`config.mk`:
```
export PLATFORM = sky130hd
export DESIGN_NAME = orx_exec
export DESIGN_NICKNAME = d
export VERILOG_FILES = /design/src/orx_pkg.sv /design/src/orx_decode.sv /design/src/orx_exec.sv
export VERILOG_INCLUDE_DIRS = /design/src
export SDC_FILE = /design/constraint.sdc
export NUM_CORES = 1
export LEC_CHECK = 0
export CORE_AREA = 2 2 39 41
export DETAILED_ROUTE_END_ITERATION = 10
export DIE_AREA = 0 0 41 43
export DONT_BUFFER_PORTS = 1
export GPL_TIMING_DRIVEN = 0
export HOLD_SLACK_MARGIN = 0.03
export PLACE_DENSITY = 0.66
export SLEW_MARGIN = 5
export SYNTH_ARGS = -nofsm -noshare
export SYNTH_HDL_FRONTEND = slang
export SYNTH_SLANG_ARGS = --single-unit
```
`constraint.sdc`:
```
create_clock -name CLOCK_IN -period 1.8 [get_ports CLOCK_IN]
set_clock_uncertainty 0.05 [all_clocks]
set_input_delay 0 -clock CLOCK_IN [delete_from_list [all_inputs] [get_ports CLOCK_IN]]
set_output_delay 0 -clock CLOCK_IN [all_outputs]
set_load 0.005 [all_outputs]
```
`src/orx_defines.svh`:
```
/*
 * Constants for the OR and move instruction executor.
 * Assumes 14-bit instruction words and an 8-bit data path.
 */
`ifndef ORX_DEFINES_SVH
`define ORX_DEFINES_SVH

// =====================================================================
// Opcode fields
// =====================================================================
`define ORX_OP_HI       13
`define ORX_OP_LO       8
`define ORX_DEST_BIT    7
`define ORX_ADDR_HI     6
`define ORX_OP_IOR      6'h04
`define ORX_OP_MOVE_FILE     6'h08
`define ORX_OP_MOVE_WORKING_TO_FILE    6'h00
`define ORX_W_RESET     8'h00
`define ORX_Z_RESET     1'h0

`endif

```
`src/orx_pkg.sv`:
```
/*
 * Types for the OR and move instruction executor.
 * Assumes orx_defines.svh is compiled alongside.
 */
`default_nettype none

package orx_pkg;

    // =================================================================
    // Decoded operation
    // =================================================================
    typedef enum logic [1:0] {
        ORX_NONE = 2'b00,
        ORX_IOR  = 2'b01,
        ORX_MOVE_FILE = 2'b10,
        ORX_MOVW = 2'b11
    } orx_op_t;

endpackage : orx_pkg
`default_nettype wire

```
`src/orx_decode.sv`:
```
/*
 * Combinational decoder of one 14-bit instruction word.
 * Assumes the word is stable while the valid strobe is high.
 */
`timescale 1ns/1ps
`default_nettype none
`include "orx_defines.svh"

module orx_decode (
    input  wire logic [13:0]    instr_in,
    output orx_pkg::orx_op_t    op_out,
    output logic                dest_out,
    output logic [6:0]          addr_out
);

    // =================================================================
    // Field split and opcode match
    // =================================================================
    // Opcode bits pick the operation; moves of W need bit 7 set.
    always_comb begin
        addr_out = instr_in[`ORX_ADDR_HI:0];
        dest_out = instr_in[`ORX_DEST_BIT];
        op_out   = orx_pkg::ORX_NONE;
        if (instr_in[`ORX_OP_HI:`ORX_OP_LO] == `ORX_OP_IOR) begin
            op_out = orx_pkg::ORX_IOR;
        end else if (instr_in[`ORX_OP_HI:`ORX_OP_LO] == `ORX_OP_MOVE_FILE) begin
            op_out = orx_pkg::ORX_MOVE_FILE;
        end else if (instr_in[`ORX_OP_HI:`ORX_OP_LO] == `ORX_OP_MOVE_WORKING_TO_FILE &&
                     instr_in[`ORX_DEST_BIT]) begin
            op_out = orx_pkg::ORX_MOVW;
        end
    end

endmodule : orx_decode
`default_nettype wire

```
`src/orx_exec.sv`:
```
/*
 * Executor for OR of W with a file register, move of a file register
 * and move of W to a file register.
 * Assumes the file space answers reads combinationally on the same
 * cycle and takes a write on the next clock edge.
 */
// Function
// - OR W with file, update zero
// - Destination bit selects W or file
// - Move file to W or back
// - Move file sets zero from value
// - Move W to file, flags untouched
`timescale 1ns/1ps
`default_nettype none
`include "orx_defines.svh"

module orx_exec (
    input  wire logic        CLOCK_IN,
    input  wire logic        SYS_RST_IN,
    input  wire logic        INSTR_VALID_IN,
    input  wire logic [13:0] INSTR_IN,
    input  wire logic [7:0]  FILE_RDATA_IN,
    output logic [6:0]       FILE_ADDR_OUT,
    output logic             FILE_WE_OUT,
    output logic [7:0]       FILE_WDATA_OUT,
    output logic [7:0]       W_OUT,
    output logic             ZERO_OUT,
    output logic             ZERO_WE_OUT,
    output logic             DONE_OUT
);

    // Decoded fields, the shared result and the registered state.
    orx_pkg::orx_op_t op;
    logic             dest;
    logic [6:0]       addr;
    logic [7:0]       result;
    logic [7:0]       w_reg;
    logic [7:0]       w_next;
    logic             z_reg;
    logic             z_next;
    logic             zwe_reg;
    logic             zwe_next;
    logic             done_reg;
    logic             done_next;

    // =================================================================
    // Decode
    // =================================================================
    // The decoder splits the word and names the operation.
    orx_decode u_dec (
        .instr_in (INSTR_IN),
        .op_out   (op),
        .dest_out (dest),
        .addr_out (addr)
    );

    // =================================================================
    // Data path
    // =================================================================
    // Result per operation; file side is written in the same cycle.
    // The file read is combinational, so a word fits in one cycle.
    always_comb begin
        result = FILE_RDATA_IN;
        unique case (op)
            orx_pkg::ORX_IOR:  result = w_reg | FILE_RDATA_IN;
            orx_pkg::ORX_MOVE_FILE: result = FILE_RDATA_IN;
            orx_pkg::ORX_MOVW: result = w_reg;
            orx_pkg::ORX_NONE: result = FILE_RDATA_IN;
        endcase
    end

    // File port: address from the low seven bits, write when asked.
    // The strobe stays combinational; the file latches on the next edge.
    always_comb begin
        FILE_ADDR_OUT  = addr;
        FILE_WDATA_OUT = result;
        FILE_WE_OUT    = INSTR_VALID_IN &&
                         ((op == orx_pkg::ORX_MOVW) ||
                          (op != orx_pkg::ORX_NONE && dest));
    end

    // Next state of W, the zero flag and the completion pulse.
    // Only the OR and the move of a file touch the zero flag.
    always_comb begin
        w_next    = w_reg;
        z_next    = z_reg;
        zwe_next  = 1'b0;
        done_next = INSTR_VALID_IN && op != orx_pkg::ORX_NONE;
        if (INSTR_VALID_IN &&
            (op == orx_pkg::ORX_IOR || op == orx_pkg::ORX_MOVE_FILE)) begin
            z_next   = (result == 8'h00);
            zwe_next = 1'b1;
            if (!dest) begin
                w_next = result;
            end
        end
    end

    // Register the state; reset loads the power-up values.
    // W and Z hold between words, so refused words change nothing.
    always_ff @(posedge CLOCK_IN or posedge SYS_RST_IN) begin
        if (SYS_RST_IN) begin
            w_reg    <= `ORX_W_RESET;
            z_reg    <= `ORX_Z_RESET;
            zwe_reg  <= 1'b0;
            done_reg <= 1'b0;
        end else begin
            w_reg    <= w_next;
            z_reg    <= z_next;
            zwe_reg  <= zwe_next;
            done_reg <= done_next;
        end
    end

    // Registered state drives the outputs directly.
    assign W_OUT       = w_reg;
    assign ZERO_OUT    = z_reg;
    assign ZERO_WE_OUT = zwe_reg;
    assign DONE_OUT    = done_reg;
endmodule : orx_exec
`default_nettype wire

```
======== Word level (Yosys, flattened, before mapping) ========
Index checks and enable logic that the tools add are counted.
operators by class
  equality and inequality tests ........... 5
  muxes and demuxes ....................... 5
  bitwise operators ....................... 2
  reduce and logical (&&, ||, !) cells .... 13
operator list
  cell                                                              number
  8-bit one-hot mux with 3 select lines                             1
  8-bit logical NOT                                                 1
  8-bit bitwise OR                                                  1
  6-bit by 3-bit == test with 1-bit output (second input constant)  1
  6-bit by 4-bit == test with 1-bit output (second input constant)  1
  6-bit logical NOT                                                 1
  2-bit two-way mux                                                 3
  1-bit logical AND                                                 5
  2-bit == test (second input constant)                             2
  2-bit by 1-bit == test with 1-bit output (second input constant)  1
  2-bit logical NOT                                                 1
  1-bit logical OR                                                  2
  2-bit AND reduction                                               1
  2-bit nonzero test                                                1
  2-bit OR reduction                                                1
  1-bit two-way mux                                                 1
  1-bit inverter                                                    1
storage, ports and cells
  flip-flop bits (word level) ............. 11
  input port bits ......................... 25
  word-level logic and storage cells ...... 29

======== Longest topological paths before layout ========
Gate-level depths: netlist of the first run.
  depth after elaboration ................. 9
  gate-level depth with buffers ........... 11
  mapped depth without buffers ............ 9

======== Hierarchy ========
A second synthesis of the first run with hierarchy kept.
unflattened totals
  cell total of the unflattened synthesis .. 70
  area total of the unflattened synthesis .. 725.7 µm²
modules (own cells, without submodules)
  module      instances  cells each  area an instance (µm²)  seq. area each (µm²)
  orx_exec    1          57          626.9                   275.3
  orx_decode  1          13          98.8                    0.0

======== Worst setup path before layout of the first run ========
OpenSTA, ideal clock, no wires.
  path type ............................... input port to flip-flop
  start point ............................. input port INSTR_IN[9]
  end point ............................... register w_reg[0] (netlist: W_OUT[0])
  library setup time ...................... 136 ps
  arrival ................................. 1977 ps
  data required time ...................... 1614 ps
  slack ................................... -362 ps
  stages .................................. 9
  cells stage by stage .................... or4_4 or3_1 ha_1 nand2_1 or2_2 buf_1 clkbuf_1 nand2_1 o21ai_0
between the ends
  word-level cells in the longest chain between the ends .. 9
  elaborated cells between the ends (all ways) .. 16
ends and longest elaborated chain
  item                                                                                           RTL line          RTL
  start, declared                                                                                orx_exec.sv:21    input wire logic [13:0] INSTR_IN,
  6-bit logical NOT (no line)                                                                    -
  1-bit logical AND                                                                              orx_decode.sv:28  end else if (instr_in[`ORX_OP_HI:`ORX_OP_LO] == `ORX_OP_MOVE_WORKING_TO_FILE &&
  2-bit two-way mux                                                                              orx_decode.sv:28
  2-bit two-way mux                                                                              orx_decode.sv:26  end else if (instr_in[`ORX_OP_HI:`ORX_OP_LO] == `ORX_OP_MOVE_FILE) begin
  2-bit two-way mux *                                                                            orx_decode.sv:24  if (instr_in[`ORX_OP_HI:`ORX_OP_LO] == `ORX_OP_IOR) begin
  parallel branches: the longest is 4 deep, another holds 8-bit one-hot mux with 3 select lines  -
  end signal, assigned                                                                           orx_exec.sv:103   w_reg <= `ORX_W_RESET;
  end signal, assigned                                                                           orx_exec.sv:108   w_reg <= w_next;
  end, declared                                                                                  orx_exec.sv:37    logic [7:0] w_reg;
Every way passes the cells marked *.
A chain may end at the register's enable or synchronous reset.

======== Final worst setup path of the first run ========
  start point ............................. input port INSTR_IN[12]
  end point ............................... register w_reg[5] (netlist: W_OUT[5])
Same word-level chain as after synthesis.

==> results of run 1 <==
==> power by group <==
group / internal, mW / switching [mW] / leakage, nW
clock: 0.0860 / 0.0895 / 0.0150
sequential: 0.282 / 0.0429 / 0.147
combinational: 0.0621 / 0.0507 / 0.297
==> worst max-delay path by stage <==
stage                            start  endpoint  slack, ns  cells after the start
final                     INSTR_IN[12]  W_OUT[5]       0.08                      8
after global routing      INSTR_IN[12]  W_OUT[3]       0.01                      8
after CTS                 INSTR_IN[12]  W_OUT[5]     0.0007                      9
after detailed placement   INSTR_IN[9]  W_OUT[1]      -0.39                      8
after global placement     INSTR_IN[9]  ZERO_OUT      -0.35                      8
after floorplan            INSTR_IN[9]  W_OUT[5]      -0.25                      9
==> repair_timing <==
item | CTS | global route
pin swaps | 2 | 0
cloned | 1 | 0
gates resized for setup | 6 | 7
hold buffers | 11 | 2
buffers inserted | 1 | 0
endpoints found under the hold margin | 21 | 1
endpoints found under the setup margin | 17 | 13
==> sequential cells by signal, summed over array words and instances (netlist names) <==
register     count
DONE_OUT         1
W_OUT            8
ZERO_WE_OUT      1
ZERO_OUT         1
==> stage by stage <==
step                      setup TNS [ns]  util, %
after floorplan                    -2.04        -
after global placement             -3.58     52.2
after detailed placement           -3.84     52.2
after CTS                              0     65.3
after global routing                   0     68.0
final                                  0     68.0
==> layout by cell type, fill, tap and decap left out, types with 2 or more instances in the layout <==
master         count
nor2_1             2
mux2_2             2
a22oi_2            4
dfrtp_1           11
o21a_1             2
buf_4              8
clkbuf_4           4
nor2b_1            2
inv_1             10
a22o_1             2
nand4_1            2
nand2_1            6
o21ai_1            2
o21ai_2            2
dlygate4sd3_1     13
a22oi_1            2
o21ai_0            4
==> cell usage after synthesis, drive strengths merged <==
cell type  number
a21oi           1
nand4           2
mux2            2
o21bai          1
nand2b          1
or3             1
clkbuf          1
nand2           8
a22o            2
buf             9
or4             1
ha              2
o21a            2
a22oi           6
inv            10
nor2b           2
o21ai           8
nor2            2
dfrtp          11
or2             2
or4b            1
==> layer usage <==
| layer | routed length, um | track usage [%] | vias up |
|---|---|---|---|
| li1 | - | - | 284 |
| met1 | 581 | 17.8 | 290 |
| met2 | 929 | 35.0 | 41 |
| met3 | 149 | 6.81 | 5 |
| met4 | 42 | 12.0 | 0 |
| met5 | 0 | 0 | - |
==> kinds of logic (layout without fill, tap and decap cells) <==
family	count (synthesis)	in the layout	synth area share, %
AOI/OAI and AO/OA	20	20	19.9
adders and majority gates	2	2	3.68
buffers and inverters	20	38	16.0
DFF	11	11	40.5
muxes	2	2	3.31
and+or+nand+nor	20	20	16.6
==> area by class of cell <==
class                      instances  area (um^2)  share of cell area (%)
multi-input combinational         44          359                    38.2
sequential                        11          275                    29.3
timing repair buffer              15          145                    15.4
buffer                             9         77.6                    8.24
inverter                          10         37.5                    3.99
clock buffer                       4         26.3                    2.79
tap                               16         20.0                    2.13
==> flow_metrics.env, run 1 <==
export IMPL_grt_pass1_wl_um=2290
export IMPL_crit_family="simple AND/OR/NAND/NOR gates"
export IMPL_syn_nets=102
export IMPL_path_clk_slew_ns=0.07
export IMPL_rows=14
export IMPL_syn_inst=75
export IMPL_first_pass_iters=4
export IMPL_p_leak_nw=0.459
export IMPL_postSynthAreaPerCell_um2=9.06
export IMPL_placed_cell_area_um2=722
export IMPL_synth_area_leaders="dfrtp_1, buf_4, a22oi_1"
export IMPL_antennaDiodeCount=0
export IMPL_ios=52
export IMPL_p_total_mw=0.614
export IMPL_hp_start="INSTR_IN[5]"
export IMPL_fmaxAchievable_mhz=580
export IMPL_yosys_register_bits=11
export IMPL_first_iter_violations=7
export IMPL_worstPathArrival_ns=1.83
export IMPL_syn_to_final_growth_pct=38.5
export IMPL_end_kind="flop"
export IMPL_hold_end="FILE_ADDR_OUT[5]"
export IMPL_fin_cells=109
export IMPL_clock_path_buffers=2
export IMPL_crit_path_max_fanout=6
export IMPL_r2r_start="W_OUT[4]"
export IMPL_finalWirelength_um=1700
export IMPL_synth_area_um2=679
export IMPL_synth_cell_type_count=25
export IMPL_drc=0
export IMPL_dpl_worst_slack_ns=-0.393
export IMPL_vias_per_cell=5.69
export IMPL_clock_latency_ns=0.28
export IMPL_dp_hpwl_um=1120
export IMPL_setup_violations=0
export IMPL_start_util_pct=49.1
export IMPL_path_cells="or4_4 -> or3_4 -> ha_4 -> nand2_4 -> or2_4 -> clkbuf_8 -> nand2_1 -> o21ai_0"
export IMPL_p_per_area_mw_per_mm2=652
export IMPL_worstHoldPathType="primary input to output port"
export IMPL_r2r_end="W_OUT[4]"
export IMPL_place_congestion=0.633
export IMPL_layout_setup_ws_ns=0.0752
export IMPL_r2r_setup_slack_ns=0.68
export IMPL_clockRootBuffer="clkbuf_4"
export IMPL_status="finished, final reports clean"
export IMPL_critPathKind="primary input to flop"
export IMPL_synth_seq_area_share_pct=40.5
export IMPL_numPlacedInstances=91
export IMPL_finalNetCount=121
export IMPL_dieArea_mm2=0.00176
export IMPL_drive_above_1_share_pct=33.3
export IMPL_fp_dieW_um=41
export IMPL_cts_tree="yes"
export IMPL_coreArea_mm2=0.00138
export IMPL_ys_warnings_count=0
export IMPL_rsz0062_at_grt="no"
export IMPL_drtAntennaViolNets=0
export IMPL_tightestPinTransition_ns=0.428
export IMPL_whs_ns=0.0319
export IMPL_cpPeakStageDelay_ns=0.54
export IMPL_route_vias_total=620
export IMPL_ir_drop_v=0.000315
export IMPL_worstHoldPathCells=1
export IMPL_post_synth_top_area_cell="dfrtp_1"
export IMPL_io_buffers=0
export IMPL_final_area_um2=941
export IMPL_maxCapViolations=0
export IMPL_cts_sinks=11
export IMPL_reg2regPathDepth=2
export IMPL_overflow=0
export IMPL_grt_start_max_net_pins=12
export IMPL_netlist_area_leader_share_pct=40.5
export IMPL_antenna_found_initial=0
export IMPL_required_ns=1.90
export IMPL_path_buf_inv=1
export IMPL_min_period_ns=1.72
export IMPL_slew_violations=0
export IMPL_slew_headroom_pct=71.4
export IMPL_fillers=115
export IMPL_cts_buffers_inserted=3
export IMPL_die_y_um=43
export IMPL_cp_slowest_cell="or4_4"
export IMPL_period_share_pct=95.8
export IMPL_finalHoldViolCount=0
export IMPL_wl_per_cell_um=15.6
export IMPL_start_kind="primary input"
export IMPL_grt_pass1_vias=544
export IMPL_grtUsageTotal_pct=19.9
export IMPL_htree_levels=1
No activity file was read; power rests on OpenSTA's default activity.
==> run 2: changes to the inputs <==
Settings changed: RECOVER_POWER set to 50, SLEW_MARGIN 5 to 20.
==> run 2 against run 1 <==
Compared with the run above:
- critical path depth stayed put
- maximum frequency hardly changed
- non-clock buffer count stayed put
- cell count stayed put
- utilization is 0.27 points lower
- register-to-register slack hardly changed
- sequential share of layout area is 0.12 points higher
- worst hold slack better by 0.0023 ns
- power is 0.27% lower
- final area is 0.40% lower
- clock power hardly changed
- count of clock-buffer cells in the layout stayed put
==> flow_metrics.env, run 2 (same netlist as run 1, synthesis figures left out) <==
export IMPL_cts_tree="yes"
export IMPL_cp_slowest_cell="or4_4"
export IMPL_slew_headroom_pct=71.4
export IMPL_fin_cells=109
export IMPL_clockRootBuffer="clkbuf_4"
export IMPL_htree_levels=1
export IMPL_reg2regPathDepth=2
export IMPL_worstPathArrival_ns=1.83
export IMPL_vias_per_cell=5.69
export IMPL_path_buf_inv=1
export IMPL_cts_buffers_inserted=3
export IMPL_r2r_end="W_OUT[4]"
export IMPL_crit_family="simple AND/OR/NAND/NOR gates"
export IMPL_fmaxAchievable_mhz=580
export IMPL_finalHoldViolCount=0
export IMPL_first_pass_iters=4
export IMPL_finalWirelength_um=1700
export IMPL_tightestPinTransition_ns=0.428
export IMPL_finalNetCount=121
export IMPL_period_share_pct=95.8
export IMPL_cpPeakStageDelay_ns=0.54
export IMPL_path_cells="or4_4 -> or3_4 -> ha_4 -> nand2_4 -> or2_4 -> clkbuf_8 -> nand2_1 -> o21ai_0"
export IMPL_numPlacedInstances=91
export IMPL_final_area_um2=937
export IMPL_min_period_ns=1.72
export IMPL_clock_latency_ns=0.28
export IMPL_route_vias_total=620
export IMPL_drc=0
export IMPL_r2r_start="W_OUT[4]"
export IMPL_dp_hpwl_um=1120
export IMPL_critPathCapture="W_OUT[5]"
export IMPL_grt_pass1_wl_um=2290
export IMPL_ir_drop_v=0.000314
export IMPL_largest_reg_flops=8
export IMPL_path_clk_slew_ns=0.07
export IMPL_place_congestion=0.633
export IMPL_drtAntennaViolNets=0
export IMPL_slew_violations=0
export IMPL_p_leak_nw=0.454
export IMPL_layout_setup_ws_ns=0.0752
export IMPL_status="finished, final reports clean"
export IMPL_final_common_cell="dlygate4sd3_1"
export IMPL_start_util_pct=49.1
export IMPL_crit_path_max_fanout=6
export IMPL_grt_pass1_vias=544
export IMPL_coreArea_mm2=0.00138
export IMPL_tns_ns=0
export IMPL_fp_dieW_um=41
export IMPL_wl_per_cell_um=15.6
export IMPL_clock_path_buffers=2
export IMPL_placed_cell_area_um2=722
export IMPL_antenna_found_initial=0
export IMPL_grtUsageTotal_pct=19.9
export IMPL_setup_violations=0
export IMPL_required_ns=1.90
export IMPL_grt_start_max_net_pins=12
export IMPL_ios=52
export IMPL_rsz0062_at_grt="no"
export IMPL_drive_above_1_share_pct=32.3
export IMPL_p_per_area_mw_per_mm2=653
export IMPL_dieArea_mm2=0.00176
export IMPL_antennaDiodeCount=0
export IMPL_syn_to_final_growth_pct=37.9
export IMPL_start_kind="primary input"
export IMPL_die_y_um=43
export IMPL_first_iter_violations=7
export IMPL_io_buffers=0
export IMPL_cts_sinks=11
export IMPL_final_cell_mix="dlygate4sd3_1, dfrtp_1, inv_1, clkbuf_4, nand2_1"
export IMPL_end_kind="flop"
export IMPL_maxCapViolations=0
export IMPL_dpl_worst_slack_ns=-0.393
export IMPL_rows=14
export IMPL_worstHoldPathType="primary input to output port"
export IMPL_path_depth=8
export IMPL_r2r_setup_slack_ns=0.68
export IMPL_setup_worst_path_start="INSTR_IN[12]"
export IMPL_critPathKind="primary input to flop"
export IMPL_overflow=0
## run 2: cell type report
cell class                 count  area (um^2)
fill                         117          447
multi-input combinational     44          359
sequential                    11          275
timing repair buffer          15          145
buffer                         9         73.8
inverter                      10         37.5
clock buffer                   4         26.3
tap                           16         20.0
## run 2: what timing repair did
action | in CTS | in global routing
hold buffers | 11 | 2
hold endpoints to repair | 21 | 1
pin swaps | 2 | 0
resized for setup | 6 | 7
gates cloned | 1 | 0
setup endpoints to repair | 17 | 13
setup buffers | 1 | 0
## run 2: layer usage
layer / vias up / GRT usage (%) / part of all wire (%)
met1: 290 / 17.8 / 34
met4: 0 / 12.0 / 2.5
li1: 284 / - / -
met3: 5 / 6.81 / 8.9
met2: 41 / 35.0 / 54
met5: - / 0 / 0
## run 2: worst reg2reg max path: stages (launching register included)
cell     delay, ns
dfrtp_1       0.42
a22o_1        0.26
mux2_2        0.28
## run 2: worst min-delay path by stage
| stage | endpoint | startpoint | cells after the start | slack, ns |
|---|---|---|---|---|
| after floorplan | DONE_OUT | SYS_RST_IN | 1 | -0.20 |
| after global placement | DONE_OUT | SYS_RST_IN | 1 | -0.14 |
| after detailed placement | W_OUT[0] | SYS_RST_IN | 1 | -0.14 |
| after CTS | ZERO_OUT | INSTR_VALID_IN | 3 | -0.14 |
| after global routing | FILE_WE_OUT | INSTR_VALID_IN | 1 | 0.04 |
| final | FILE_ADDR_OUT[2] | INSTR_IN[2] | 1 | 0.03 |
## run 2: per-stage QoR
step	power [mW]	hold slack, ns	utilization [%]
finish	0.612	0.0343	67.7
detailed placement	0.403	-0.138	52.2
global route	0.641	0.0449	67.7
CTS	0.597	-0.136	65.3
global placement	0.397	-0.143	52.2
floorplan	0.383	-0.198	-
## run 2: power by group
group / switching (mW) / internal (mW)
sequential: 0.0429 / 0.282
clock: 0.0894 / 0.0860
combinational: 0.0507 / 0.0606
